==> config.mk <==
export PLATFORM = sky130hd
export DESIGN_NAME = e1_signaling_ds0_monitor
export DESIGN_NICKNAME = d
export VERILOG_FILES = /design/src/sig_mon_pkg.sv /design/src/e1_signaling_ds0_monitor.sv
export VERILOG_INCLUDE_DIRS = /design/src /design/src/src
export SDC_FILE = /design/constraint.sdc
export NUM_CORES = 1
export LEC_CHECK = 0
export BUFFER_PORTS_ARGS = -buffer_cell sky130_fd_sc_hd__clkbuf_2
export CORE_ASPECT_RATIO = 1.4
export CORE_MARGIN = 2
export CORE_UTILIZATION = 58
export CTS_BUF_LIST = sky130_fd_sc_hd__clkbuf_8
export CTS_CLUSTER_DIAMETER = 150
export CTS_CLUSTER_SIZE = 30
export DETAILED_ROUTE_END_ITERATION = 12
export PLACE_DENSITY = 0.85
export SLEW_MARGIN = 20
export SYNTH_ARGS = -nofsm -noshare
export SYNTH_HDL_FRONTEND = slang
export SYNTH_SLANG_ARGS = --single-unit
==> constraint.sdc <==
create_clock -name pclk -period 1.95 [get_ports pclk]
set_clock_uncertainty 0.15 [all_clocks]
set_input_delay 0.39 -clock pclk [delete_from_list [all_inputs] [get_ports pclk]]
set_output_delay 0.39 -clock pclk [all_outputs]
set_load 0.005 [all_outputs]
==> src/sig_mon_defs.svh <==
//Contract
//(RULE1) insert signaling only when insertion bit set
//(RULE2) host write loads transmit signaling buffer byte
//(RULE3) multiframe boundary copies buffer into shift register
//(RULE4) set transmit multiframe flag each multiframe
//(RULE5) host refreshes signaling within one multiframe
//(RULE6) buffer entries hold value across multiframes
//(RULE7) host writes zero alignment nibble in CAS
//(RULE8) first byte low nibble carries alarm bits
//(RULE9) sixteen consecutive signaling registers, channel nibbles
//(RULE10) one transmit and one receive channel monitored
//(RULE11) transmit select field picks transmit monitor byte
//(RULE12) receive select field picks receive monitor byte
//(RULE13) host programs binary channel number
//(RULE14) transmit monitor bit 7 sent first
//(RULE15) receive monitor bit 7 received first
//(RULE16) signaling reads return receive unless readback set
//(RULE17) receive buffers refresh only at multiframe boundary
//(RULE18) monitors update once per frame, whole byte
`ifndef SIG_MON_DEFS_SVH
`define SIG_MON_DEFS_SVH
// register indexes, byte address is four times the index
`define SM_IDX_TX_SEL 6'h14
`define SM_IDX_RX_SEL 6'h15
`define SM_IDX_SIG_CTRL 6'h1a
`define SM_IDX_STATUS 6'h1b
`define SM_IDX_TX_MON 6'h22
`define SM_IDX_RX_MON 6'h2a
`define SM_IDX_SIG_FIRST 6'h30
`define SM_IDX_SIG_LAST 6'h3f
// field positions
`define SM_SEL_MSB 4
`define SM_CTRL_INS_BIT 3
`define SM_CTRL_RDBK_BIT 5
`define SM_ST_TXMF_BIT 5
`define SM_ST_RXMF_BIT 7
// reset values
`define SM_RST_BYTE 8'h00
// time slot 16 in the 5-bit slot number
`define SM_TS_SIG 5'h10
`endif

==> src/sig_mon_pkg.sv <==
package sig_mon_pkg;
  // one line direction, sampled on pclk
  typedef struct packed {
    logic bit_en;
    logic frame_sync;
    logic mf_sync;
    logic data;
  } line_in_s;
  typedef logic [7:0] byte_t;
endpackage

==> src/e1_signaling_ds0_monitor.sv <==
// The APB interface to the registers was decided locally.
`timescale 1ns/1ps
`default_nettype none
`include "sig_mon_defs.svh"
module e1_signaling_ds0_monitor
  import sig_mon_pkg::*;
(
  input wire logic pclk,
  input wire logic presetn,
  input wire logic psel,
  input wire logic penable,
  input wire logic pwrite,
  input wire logic [7:0] paddr,
  input wire logic [31:0] pwdata,
  output logic [31:0] prdata,
  output logic pready,
  output logic pslverr,
  input wire line_in_s tx_line,
  input wire line_in_s rx_line,
  output logic tx_data_out,
  output logic tx_data_valid
);

  // ****************************************
  // registers and bus decode
  // ****************************************
  logic [7:0] tx_sel_r;
  logic [7:0] rx_sel_r;
  logic [7:0] sig_ctrl_r;
  logic st_txmf_r;
  logic st_rxmf_r;
  byte_t tx_sig_r [16];
  byte_t rx_sig_r [16];
  logic [127:0] tx_flat;
  logic [127:0] tx_shift_r;
  logic [127:0] rx_acc_r;
  logic [31:0] prdata_r;
  logic pready_r;
  logic pslverr_r;
  logic tx_out_r;
  logic tx_valid_r;
  logic [31:0] rd_data;
  logic mapped;
  logic [5:0] idx;
  logic wr_fire;
  logic ins_en;
  logic rdbk_en;
  logic tx_ins;
  logic tx_bit;

  assign idx = paddr[7:2];
  assign wr_fire = psel & penable & pready_r & pwrite;
  assign ins_en = sig_ctrl_r[`SM_CTRL_INS_BIT];
  assign rdbk_en = sig_ctrl_r[`SM_CTRL_RDBK_BIT];

  // ****************************************
  // per-direction framing and channel monitor
  // ****************************************
  line_in_s line [2];
  logic [7:0] bit_cnt_r [2];
  logic [7:0] pos [2];
  logic line_bit [2];
  logic [6:0] mon_sh_r [2];
  byte_t mon_r [2];
  logic [4:0] chan_sel [2];
  logic in_sel [2];

  assign line[0] = tx_line;
  assign line[1] = rx_line;
  assign line_bit[0] = tx_bit;
  assign line_bit[1] = rx_line.data;
  // (RULE11) transmit channel select
  assign chan_sel[0] = tx_sel_r[`SM_SEL_MSB:0];
  // (RULE12) receive channel select
  assign chan_sel[1] = rx_sel_r[`SM_SEL_MSB:0];

  for (genvar d = 0; d < 2; d++) begin : g_dir
    assign pos[d] = line[d].frame_sync ? 8'h00 : bit_cnt_r[d];
    assign in_sel[d] = line[d].bit_en && (pos[d][7:3] == chan_sel[d]);

    // bit position within the 256-bit frame
    always_ff @(posedge pclk or negedge presetn) begin
      if (!presetn) begin
        bit_cnt_r[d] <= 8'h00;
      end else if (line[d].bit_en) begin
        bit_cnt_r[d] <= pos[d] + 8'h01;
      end
    end

    // (RULE10) collect selected slot bits
    always_ff @(posedge pclk or negedge presetn) begin
      if (!presetn) begin
        mon_sh_r[d] <= 7'h00;
      end else if (in_sel[d]) begin
        mon_sh_r[d] <= {mon_sh_r[d][5:0], line_bit[d]};
      end
    end

    // (RULE18) whole byte once per frame, first bit in bit 7
    always_ff @(posedge pclk or negedge presetn) begin
      if (!presetn) begin
        mon_r[d] <= `SM_RST_BYTE;
      end else if (in_sel[d] && (pos[d][2:0] == 3'h7)) begin
        mon_r[d] <= {mon_sh_r[d], line_bit[d]};
      end
    end
  end

  // ****************************************
  // signaling buffers
  // ****************************************
  for (genvar i = 0; i < 16; i++) begin : g_sig
    // (RULE8) (RULE9) first byte on top of image, alarm nibble in its low half
    assign tx_flat[127-8*i -: 8] = tx_sig_r[i];

    // (RULE2) (RULE6) write loads entry, otherwise it holds
    always_ff @(posedge pclk or negedge presetn) begin
      if (!presetn) begin
        tx_sig_r[i] <= `SM_RST_BYTE;
      end else if (wr_fire && (idx == `SM_IDX_SIG_FIRST + 6'(i))) begin
        tx_sig_r[i] <= pwdata[7:0];
      end
    end

    // (RULE17) refresh receive buffer at multiframe boundary
    always_ff @(posedge pclk or negedge presetn) begin
      if (!presetn) begin
        rx_sig_r[i] <= `SM_RST_BYTE;
      end else if (rx_line.bit_en && rx_line.mf_sync) begin
        rx_sig_r[i] <= rx_acc_r[127-8*i -: 8];
      end
    end
  end

  // ****************************************
  // transmit insertion
  // ****************************************
  // (RULE1) insert only while enabled and in slot 16
  assign tx_ins = ins_en && (pos[0][7:3] == `SM_TS_SIG);
  assign tx_bit = tx_ins ? tx_shift_r[127] : tx_line.data;

  // (RULE3) load at boundary, shift one bit per slot-16 bit
  always_ff @(posedge pclk or negedge presetn) begin
    if (!presetn) begin
      tx_shift_r <= 128'h0;
    end else if (tx_line.bit_en && tx_line.mf_sync) begin
      tx_shift_r <= tx_flat;
    end else if (tx_line.bit_en && (pos[0][7:3] == `SM_TS_SIG)) begin
      tx_shift_r <= {tx_shift_r[126:0], 1'b0};
    end
  end

  always_ff @(posedge pclk or negedge presetn) begin
    if (!presetn) begin
      tx_out_r <= 1'b0;
      tx_valid_r <= 1'b0;
    end else begin
      tx_valid_r <= tx_line.bit_en;
      if (tx_line.bit_en) begin
        tx_out_r <= tx_bit;
      end
    end
  end

  // receive slot-16 bits gathered over one multiframe
  always_ff @(posedge pclk or negedge presetn) begin
    if (!presetn) begin
      rx_acc_r <= 128'h0;
    end else if (rx_line.bit_en && (pos[1][7:3] == `SM_TS_SIG)) begin
      rx_acc_r <= {rx_acc_r[126:0], rx_line.data};
    end
  end

  // ****************************************
  // status flags
  // ****************************************
  // (RULE4) set on each transmit multiframe, set beats clear
  always_ff @(posedge pclk or negedge presetn) begin
    if (!presetn) begin
      st_txmf_r <= 1'b0;
    end else if (tx_line.bit_en && tx_line.mf_sync) begin
      st_txmf_r <= 1'b1;
    end else if (wr_fire && idx == `SM_IDX_STATUS &&
                 pwdata[`SM_ST_TXMF_BIT]) begin
      st_txmf_r <= 1'b0;
    end
  end

  always_ff @(posedge pclk or negedge presetn) begin
    if (!presetn) begin
      st_rxmf_r <= 1'b0;
    end else if (rx_line.bit_en && rx_line.mf_sync) begin
      st_rxmf_r <= 1'b1;
    end else if (wr_fire && idx == `SM_IDX_STATUS &&
                 pwdata[`SM_ST_RXMF_BIT]) begin
      st_rxmf_r <= 1'b0;
    end
  end

  // ****************************************
  // control registers
  // ****************************************
  always_ff @(posedge pclk or negedge presetn) begin
    if (!presetn) begin
      tx_sel_r <= `SM_RST_BYTE;
      rx_sel_r <= `SM_RST_BYTE;
      sig_ctrl_r <= `SM_RST_BYTE;
    end else if (wr_fire) begin
      if (idx == `SM_IDX_TX_SEL) begin
        tx_sel_r <= pwdata[7:0];
      end
      if (idx == `SM_IDX_RX_SEL) begin
        rx_sel_r <= pwdata[7:0];
      end
      if (idx == `SM_IDX_SIG_CTRL) begin
        sig_ctrl_r <= pwdata[7:0];
      end
    end
  end

  // ****************************************
  // read mux and bus answer
  // ****************************************
  always_comb begin
    rd_data = 32'h0;
    mapped = 1'b1;
    if (idx >= `SM_IDX_SIG_FIRST && idx <= `SM_IDX_SIG_LAST) begin
      // (RULE16) transmit buffer only when readback set
      rd_data[7:0] = rdbk_en ? tx_sig_r[idx[3:0]] : rx_sig_r[idx[3:0]];
    end else begin
      unique case (idx)
        `SM_IDX_TX_SEL: rd_data[7:0] = tx_sel_r;
        `SM_IDX_RX_SEL: rd_data[7:0] = rx_sel_r;
        `SM_IDX_SIG_CTRL: rd_data[7:0] = sig_ctrl_r;
        `SM_IDX_STATUS: begin
          rd_data[`SM_ST_TXMF_BIT] = st_txmf_r;
          rd_data[`SM_ST_RXMF_BIT] = st_rxmf_r;
        end
        // (RULE14) transmit monitor byte
        `SM_IDX_TX_MON: rd_data[7:0] = mon_r[0];
        // (RULE15) receive monitor byte
        `SM_IDX_RX_MON: rd_data[7:0] = mon_r[1];
        default: mapped = 1'b0;
      endcase
    end
  end

  // one wait state: answer in the second access cycle
  always_ff @(posedge pclk or negedge presetn) begin
    if (!presetn) begin
      pready_r <= 1'b0;
      pslverr_r <= 1'b0;
      prdata_r <= 32'h0;
    end else begin
      pready_r <= psel & penable & ~pready_r;
      pslverr_r <= psel & penable & ~pready_r & ~mapped;
      if (psel & penable & ~pready_r & ~pwrite) begin
        prdata_r <= rd_data;
      end
    end
  end

  assign prdata = prdata_r;
  assign pready = pready_r;
  assign pslverr = pslverr_r;
  assign tx_data_out = tx_out_r;
  assign tx_data_valid = tx_valid_r;
endmodule // e1_signaling_ds0_monitor
`default_nettype wire

==> results of run 1 <==
[worst max-delay path: cells and delay by family (launching register included)]
family	cells	cell delay, ns
buf+inv	1	0.16
flops	1	0.49
mux	1	0.29
compound gates	2	0.29
simple gates	2	0.49
[synth_stat cells, types with 12 or more instances]
cell | n | area share, %
dfrtp_1 | 596 | 56
a21oi_1 | 13 | 0.25
mux2i_1 | 160 | 6.0
mux2_2 | 454 | 19
clkbuf_1 | 54 | 0.77
nor2_1 | 30 | 0.43
mux4_2 | 49 | 4.2
buf_4 | 35 | 0.99
buf_2 | 40 | 0.76
o21ai_0 | 136 | 2.6
nand2_1 | 163 | 2.3
a221oi_1 | 12 | 0.40
buf_1 | 12 | 0.17
[final timing paths]
path / startpoint / to / slack, ns / depth (start not counted)
setup / recovery: bit_cnt_r[5]$_DFFE_PN0P_ / mon_r[2]$_DFFE_PN0P_ / -0.02 / 6
hold / removal: tx_line[0] / tx_data_out$_DFFE_PN0P_ / 0.06 / 3
setup reg to reg: bit_cnt_r[5]$_DFFE_PN0P_ / mon_r[2]$_DFFE_PN0P_ / -0.02 / 6
hold reg to reg: tx_shift_r[85]$_DFFE_PN0P_ / tx_shift_r[85]$_DFFE_PN0P_ / 0.35 / 2
max in group asynchronous: presetn / tx_flat[123]$_DFFE_PN0P_ / 0.11 / 4
min in group asynchronous: presetn / tx_shift_r[104]$_DFFE_PN0P_ / 0.53 / 3
[sequential cells by signal, summed over array words and instances, names as in the netlist]
name / count
tx_flat: 128
rx_sel_r: 8
pslverr: 1
tx_data_out: 1
bit_cnt_r: 16
st_txmf_r: 1
tx_sel_r: 8
mon_sh_r: 14
prdata: 8
rx_sig_r: 128
rx_acc_r: 128
pready: 1
st_rxmf_r: 1
mon_r: 16
sig_ctrl_r: 8
tx_shift_r: 128
tx_data_valid: 1
[cell usage in the layout (no fill, tap or decap), types with 7 or more instances in the layout]
| master | netlist | routed |
|---|---|---|
| nor2_2 | 10 | 11 |
| buf_4 | 35 | 184 |
| inv_1 | 7 | 7 |
| nand2_1 | 163 | 161 |
| clkbuf_8 | 0 | 23 |
| o221ai_1 | 7 | 7 |
| buf_12 | 0 | 49 |
| nand3_1 | 10 | 9 |
| a221oi_1 | 12 | 12 |
| mux2_2 | 454 | 452 |
| mux2i_1 | 160 | 155 |
| dlygate4sd3_1 | 0 | 10 |
| a21oi_1 | 13 | 13 |
| nor2b_1 | 9 | 8 |
| o21ai_0 | 136 | 135 |
| clkbuf_2 | 1 | 35 |
| dfrtp_1 | 596 | 590 |
| nor2_1 | 30 | 28 |
| a31oi_1 | 9 | 9 |
| conb_1 | 1 | 24 |
| a22oi_1 | 8 | 7 |
| a211oi_2 | 0 | 7 |
| mux4_2 | 49 | 51 |
[kinds of logic after synthesis]
group                    synth area share [%]
AO/OA/AOI/OAI                            5.17
XOR/XNOR                                0.198
adder cells (fa/ha/maj)                 0.189
buffers and inverters                    3.14
flip-flops                               56.3
multiplexers                             29.7
other                                  0.0142
AND/OR/NAND/NOR                          5.24
[per-stage QoR]
| step | setup TNS, ns | hold WS [ns] |
|---|---|---|
| floorplan | -2.49 | -0.0556 |
| detailed placement | -81.03 | 0.147 |
| finish | -0.0820 | 0.0557 |
| global route | -1.70 | 0.0193 |
| global placement | -73.50 | 0.143 |
| CTS | -0.0103 | 0.0271 |
[where the power goes]
group | switching (uW) | internal (uW)
logic | 1040 | 770
registers | 225 | 12600
clock network | 3480 | 1220
total | 4740 | 14600
[area by class of cell]
cell class	instances	share of cell area [%]
multi-input combinational	1201	37.2
timing repair buffer	283	9.04
sequential	596	50.0
antenna	1	0.00838
clock buffer	23	1.06
clock inverter	2	0.126
inverter	7	0.0880
tap	611	2.56
[repair_timing]
item,CTS,global route
hold buffers,11,0
endpoints found under the hold margin,612,0
buffers inserted,7,15
pin swaps,13,11
gates cloned,0,0
gates resized for setup,14,34
endpoints found under the setup margin,23,268
[routing by layer]
layer	track usage (%)	up-vias
met4	14.8	0
met3	3.17	204
met1	31.2	8604
met5	0	-
li1	-	7233
met2	46.3	452
==> out/results.ini, run 1 <==
[setup_path]
critPathCaptureType=flop
crit_required_ns=2.36
crit_slowest_cell=dfrtp_1
critPathMaxStageDelay_ns=0.49
crit_type=flop to flop
critPathArrivalTime_ns=2.38
path_cells=nor4bb_2, a31oi_1, o32ai_2, nand3_2, buf_6, mux2_4
start_kind=flop
critPathMaxFanout=8

[worst_hold_path]
hp-class=primary input to flop

[finish]
layout.nets=2169
regArea_sq_um=14900
drive_gt1_share_pct=41.4
instances_no_fill=2724
fin_util_pct=66.4
final_cell_area_sq_um=29900
nFillCells=2945
syn_to_final_growth_pct=12.8
multiInputGateArea_sq_um=11100

[yosys]
avgSynthCellArea_sq_um=13.7
async_flop_share_pct=100
synth-edff-count=0
netlist_area_sq_um=26500
ys_seq_elements=596
yosys_warnings=0
syn-instance-count=1931
synth-seq-area-share_pct=56.3
ys.flop_type=dfrtp_1
yosys.cell_types.count=68

[clock_tree]
insertion_delay_ns=0.68
cts_tree=done
clk_pin_slew_worst_paths_ns=0.16
ctsRootBufferMaster=clkbuf_8
cts_buffers=23
clk_path_buf_depth=3
cts_max_level=1
cts.sinks=596

[power_and_ir_drop]
power_uw=19400
ir_drop_mv=0.417
power_leakage_uw=0.0149
power_density_nw_per_um2=648

[routing]
drt_iter0_markers=1136
dr.pass1.iters=7
drc_errors=0
met3_length_um=2320
wl_per_cell_um=22.5
wirelength_um=61300
highest_layer=met4
m1WireLength_um=23200
met2_length_um=31900
routed_via_density=6.05
vias=16493
drtAntennaViolNets=0

[floorplan]
ios=89
start_util_pct=58.8
std_cell_rows=92
die_y_um=257
die_area_sq_um=47400
die_x_um=185
core_sq_um=45000

[timing]
report.final.slew_viol_count=0
fmax_mhz=507
fin_ws_ns=-0.0228
slew_headroom_pct=54.8
period_minus_slack_ns=1.97
fin_crit_sh_pct=101
rsz0062_at_grt=true
setup_viol=7
hold_viol_final=0
worst_pin_slew_ns=0.678

[grt]
grt_pass1_wl_um=97400
grtUsageTotal_pct=26.3
grt_pass1_vias=17540
antenna_found_initial=1
grt_max_degree=84
grt.overflow.total=0

[outcome]
violations=negative setup slack
status=finished, violations left

[placed_design]
hpwlAfterDp_um=43700
postPlaceCellArea_sq_um=29100
dp_cells=2672
gp_congestion=0.937
portBuffers=38
place_ws_ns=-0.602

[job]
max_cap_viol_count=0

Power figures use the tool's default switching activity.
==> inputs of run 2 (changes only) <==
--- a/config.mk
+++ b/config.mk
@@ -6,7 +6,7 @@
 export SDC_FILE = /design/constraint.sdc
 export NUM_CORES = 1
 export LEC_CHECK = 0
-export BUFFER_PORTS_ARGS = -buffer_cell sky130_fd_sc_hd__clkbuf_2
+export BUFFER_PORTS_ARGS = -buffer_cell sky130_fd_sc_hd__buf_4
 export CORE_ASPECT_RATIO = 1.4
 export CORE_MARGIN = 2
 export CORE_UTILIZATION = 58
==> out/results.ini, run 2 (synthesis results as in run 1) <==
[clock_tree]
clk_path_buf_depth=3
cts_max_level=1
insertion_delay_ns=0.68
cts_buffers=23
cts_tree=done
cts.sinks=596
ctsRootBufferMaster=clkbuf_8
clk_pin_slew_worst_paths_ns=0.17

[routing]
vias=16799
wl_per_cell_um=24.0
wirelength_um=65500
drt_iter0_markers=1279
routed_via_density=6.15
dr.pass1.iters=7
drtAntennaViolNets=0
drc_errors=0

[timing]
fin_ws_ns=-0.0567
setup_viol=33
slew_headroom_pct=54.4
rsz0062_at_grt=true
period_minus_slack_ns=2.01
worst_pin_slew_ns=0.684
hold_viol_final=0
fin_hold_ws_ns=0.0315
fin_crit_sh_pct=103
report.final.slew_viol_count=0
fmax_mhz=498

[power_and_ir_drop]
power_leakage_uw=0.0151
ir_drop_mv=0.473
power_uw=19500
power_density_nw_per_um2=648

[finish]
nFillCells=2889
drive_gt1_share_pct=40.8
layout.nets=2177
syn_to_final_growth_pct=13.8
final_cell_mix=dfrtp_1, mux2_2, buf_4, nand2_1, mux2i_1
layout.cells.most_common=dfrtp_1

[setup_path]
rrSetupSlack_ns=-0.06
start_kind=flop
critPathCaptureType=flop
critPathArrivalTime_ns=2.43
path_cells=nand2b_1, a2111oi_4, nand2_1, buf_4, mux2_2
cp-startpoint=rx_sel_r[1]$_DFFE_PN0P_
r2r-start=rx_sel_r[1]$_DFFE_PN0P_
crit_required_ns=2.37
critPathMaxStageDelay_ns=0.47
reg2reg_depth=5
crit_type=flop to flop
critPathMaxFanout=7
r2r_end=mon_sh_r[5]$_DFFE_PN0P_
crit_slowest_cell=dfrtp_1

[outcome]
violations=negative setup slack
status=finished, violations left

[floorplan]
start_util_pct=58.8
die_y_um=257
core_sq_um=45000
die_area_sq_um=47400
std_cell_rows=92
die_x_um=185
ios=89

[grt]
grt.overflow.total=0
grt_pass1_vias=17753
antenna_found_initial=1
grtUsageTotal_pct=27.5
grt_max_degree=65
grt_pass1_wl_um=100000

[placed_design]
gp_congestion=0.934
hpwlAfterDp_um=46400
portBuffers=38

[job]
max_cap_viol_count=0

[worst_hold_path]
hp-class=primary input to asynchronous set/reset pin

[run 2: changes by cell type in the layout (fill, tap and decap cells not counted), moves of 5 or more]
cell and delta:
buf_6 +6, buf_12 +8, clkbuf_2 -35, a22o_1 +5, a22o_4 -5, buf_4 +22, mux2i_1 +5
[run 2: area by class of cell]
type                    count  area, sq um  share of cell area [%]
flip-flops and latches    596        14900                    49.5
multi-input cells        1201        11000                    36.5
repair buffers            291         3070                    10.2
well taps                 611          764                    2.54
clock buffers              23          317                    1.05
clock inverters             2         37.5                   0.125
inverters                   7         26.3                  0.0872
diodes                      1         2.50                 0.00830
[run 2: what timing repair did]
| item | 4_1_cts | 5_1_grt |
|---|---|---|
| setup buffers | 3 | 8 |
| hold buffers | 12 | 0 |
| pin swaps | 10 | 18 |
| gates cloned | 0 | 6 |
| gates resized for setup | 9 | 28 |
| endpoints found under the hold margin | 519 | 0 |
| endpoints found under the setup margin | 26 | 202 |
[run 2: report_power, final]
group          internal, uW  switching, uW
sequential            12600            254
combinational           855           1050
clock                  1220           3510
total                 14700           4820
[run 2: worst max path at each step]
stage / slack, ns / to
global placement: -0.50 / prdata[0]$_DFFE_PN0P_
CTS: -0.04 / prdata[0]$_DFFE_PN0P_
floorplan: -0.06 / tx_flat[101]$_DFFE_PN0P_
global route: -0.11 / mon_r[14]$_DFFE_PN0P_
detailed placement: -0.48 / prdata[0]$_DFFE_PN0P_
finish: -0.06 / mon_sh_r[5]$_DFFE_PN0P_
[run 2: layer usage]
layer,up-vias,share of wire [%],GRT usage (%)
met5,-,0.020,0
met4,2,7.0,16.0
met3,219,4.1,3.15
met2,584,52,48.7
met1,8721,37,32.0
li1,7273,-,-
[run 2: critical path: cells and delay by family, from the launching register on]
family | cells | cell delay, ns
compound gates | 1 | 0.45
buf+inv | 1 | 0.19
flops | 1 | 0.47
mux | 1 | 0.28
simple gates | 2 | 0.36
[run 2: metrics by stage]
stage	instances	TNS [ns]	utilization, %	worst slack [ns]	cell area [sq um]
floorplan	1954	-2.49	-	-0.0615	26600
global placement	2678	-41.33	65.1	-0.498	29300
detailed placement	2678	-49.45	65.1	-0.478	29300
CTS	2718	-0.0373	66.3	-0.0365	29800
global route	2731	-2.78	66.9	-0.112	30100
finish	2732	-0.983	67.0	-0.0567	30100
==> inputs of run 3 (changes only) <==
--- a/config.mk
+++ b/config.mk
@@ -9,13 +9,12 @@
 export BUFFER_PORTS_ARGS = -buffer_cell sky130_fd_sc_hd__buf_4
 export CORE_ASPECT_RATIO = 1.4
 export CORE_MARGIN = 2
-export CORE_UTILIZATION = 58
+export CORE_UTILIZATION = 55
 export CTS_BUF_LIST = sky130_fd_sc_hd__clkbuf_8
 export CTS_CLUSTER_DIAMETER = 150
 export CTS_CLUSTER_SIZE = 30
 export DETAILED_ROUTE_END_ITERATION = 12
-export PLACE_DENSITY = 0.85
-export SLEW_MARGIN = 20
+export PLACE_DENSITY = 0.82
 export SYNTH_ARGS = -nofsm -noshare
 export SYNTH_HDL_FRONTEND = slang
 export SYNTH_SLANG_ARGS = --single-unit
==> out/results.ini, run 3 (synthesis results as in run 1) <==
[timing]
setup_viol=16
fmax_mhz=500
hold_viol_final=0
slew_headroom_pct=57.1
fin_ws_ns=-0.0508
period_minus_slack_ns=2.00
report.final.slew_viol_count=0
fin_crit_sh_pct=103
rsz0062_at_grt=true
worst_pin_slew_ns=0.625

[clock_tree]
insertion_delay_ns=0.68
cts.sinks=596
cts_max_level=1
clk_pin_slew_worst_paths_ns=0.20
clk_path_buf_depth=3
ctsRootBufferMaster=clkbuf_8
cts_buffers=23
cts_tree=done

[routing]
drtAntennaViolNets=0
wirelength_um=62500
vias=16489
drc_errors=0
drt_iter0_markers=1188
wl_per_cell_um=22.7
dr.pass1.iters=7
routed_via_density=6.00

[floorplan]
start_util_pct=55.4
core_sq_um=47800
std_cell_rows=95
ios=89
die_y_um=264
die_x_um=189
die_area_sq_um=49900

[finish]
final_cell_mix=dfrtp_1, mux2_2, buf_4, nand2_1, mux2i_1
layout.nets=2174
nFillCells=3389
syn_to_final_growth_pct=13.3
layout.cells.most_common=dfrtp_1
drive_gt1_share_pct=40.8
final_cell_area_sq_um=30000

[grt]
grtUsageTotal_pct=25.2
grt_pass1_vias=17398
antenna_found_initial=1
grt_pass1_wl_um=98200
grt.overflow.total=0
grt_max_degree=103

[setup_path]
crit_required_ns=2.36
cp_top_family=compound AO/OA/AOI/OAI gates
critPathMaxStageDelay_ns=0.49
start_kind=flop
cp-startpoint=tx_flat[44]$_DFFE_PN0P_
crit_slowest_cell=mux4_2
r2r-start=tx_flat[44]$_DFFE_PN0P_
critPathArrivalTime_ns=2.41
critPathMaxFanout=2
critPathCaptureType=flop
path_cells=mux4_2, a22o_4, a211oi_2, buf_4, a311o_1, a31oi_1
crit_type=flop to flop
crit_buf_inv=1

[outcome]
status=finished, violations left
violations=negative setup slack

[placed_design]
gp_congestion=0.957
postPlaceCellArea_sq_um=29200
place_ws_ns=-0.534
hpwlAfterDp_um=44800
portBuffers=38

[worst_hold_path]
hp-class=primary input to asynchronous set/reset pin

[job]
max_cap_viol_count=0

[power_and_ir_drop]
ir_drop_mv=0.537
power_density_nw_per_um2=648
power_leakage_uw=0.0150

-- run 3: final cells by class --
| class | count | area [sq um] | share of cell area [%] |
|---|---|---|---|
| multi-input combinational | 1201 | 11100 | 36.9 |
| tap | 630 | 788 | 2.63 |
| inverter | 7 | 26.3 | 0.0876 |
| clock inverter | 2 | 37.5 | 0.125 |
| antenna | 1 | 2.50 | 0.00834 |
| clock buffer | 23 | 317 | 1.05 |
| sequential | 596 | 14900 | 49.7 |
| timing repair buffer | 288 | 2860 | 9.52 |
-- run 3: path summary, 6_finish.rpt --
kind / end / slack, ns / cells past startpoint
worst max-delay path: prdata[4]$_DFFE_PN0P_ / -0.05 / 6
worst min-delay path: tx_flat[42]$_DFFE_PN0P_ / 0.04 / 2
worst max register to register: prdata[4]$_DFFE_PN0P_ / -0.05 / 6
worst min register to register: tx_shift_r[74]$_DFFE_PN0P_ / 0.35 / 2
max in group asynchronous: rx_acc_r[117]$_DFFE_PN0P_ / 0.81 / 3
min in group pclk: tx_flat[111]$_DFFE_PN0P_ / 0.05 / 2
-- run 3: metrics by stage --
| stage | std cells | utilization (%) | hold WS (ns) | setup TNS, ns | total power, uW |
|---|---|---|---|---|---|
| after floorplan | 1954 | - | -0.0556 | -2.49 | 13900 |
| after global placement | 2695 | 61.1 | 0.163 | -39.57 | 14800 |
| after detailed placement | 2695 | 61.1 | 0.159 | -40.85 | 14900 |
| after CTS | 2738 | 62.2 | 0.00415 | -0.176 | 19500 |
| after global routing | 2748 | 62.8 | 0.0249 | -1.71 | 20100 |
| final | 2748 | 62.8 | 0.0412 | -0.362 | 19400 |
-- run 3: metal layers --
metal  vias to the layer above  wire, um  GRT usage, %
met1                      8659     23500          30.0
met2                       431     33200          45.3
li1                       7249         -             -
met5                         -         0             0
met4                         0      3500          12.7
met3                       150      2290          2.59
-- run 3: repair_timing --
action	in CTS	in global routing
endpoints found under the hold margin	522	0
setup endpoints to repair	39	205
pin swaps	25	10
resized for setup	11	34
buffers inserted	5	8
hold buffers	14	0
cloned	0	2
-- run 3: power breakdown --
group          internal [uW]  switching [uW]  total [uW]
logic                    806            1030        1840
clock network           1220            3520        4740
registers              12600             243       12900
total                  14600            4800       19400
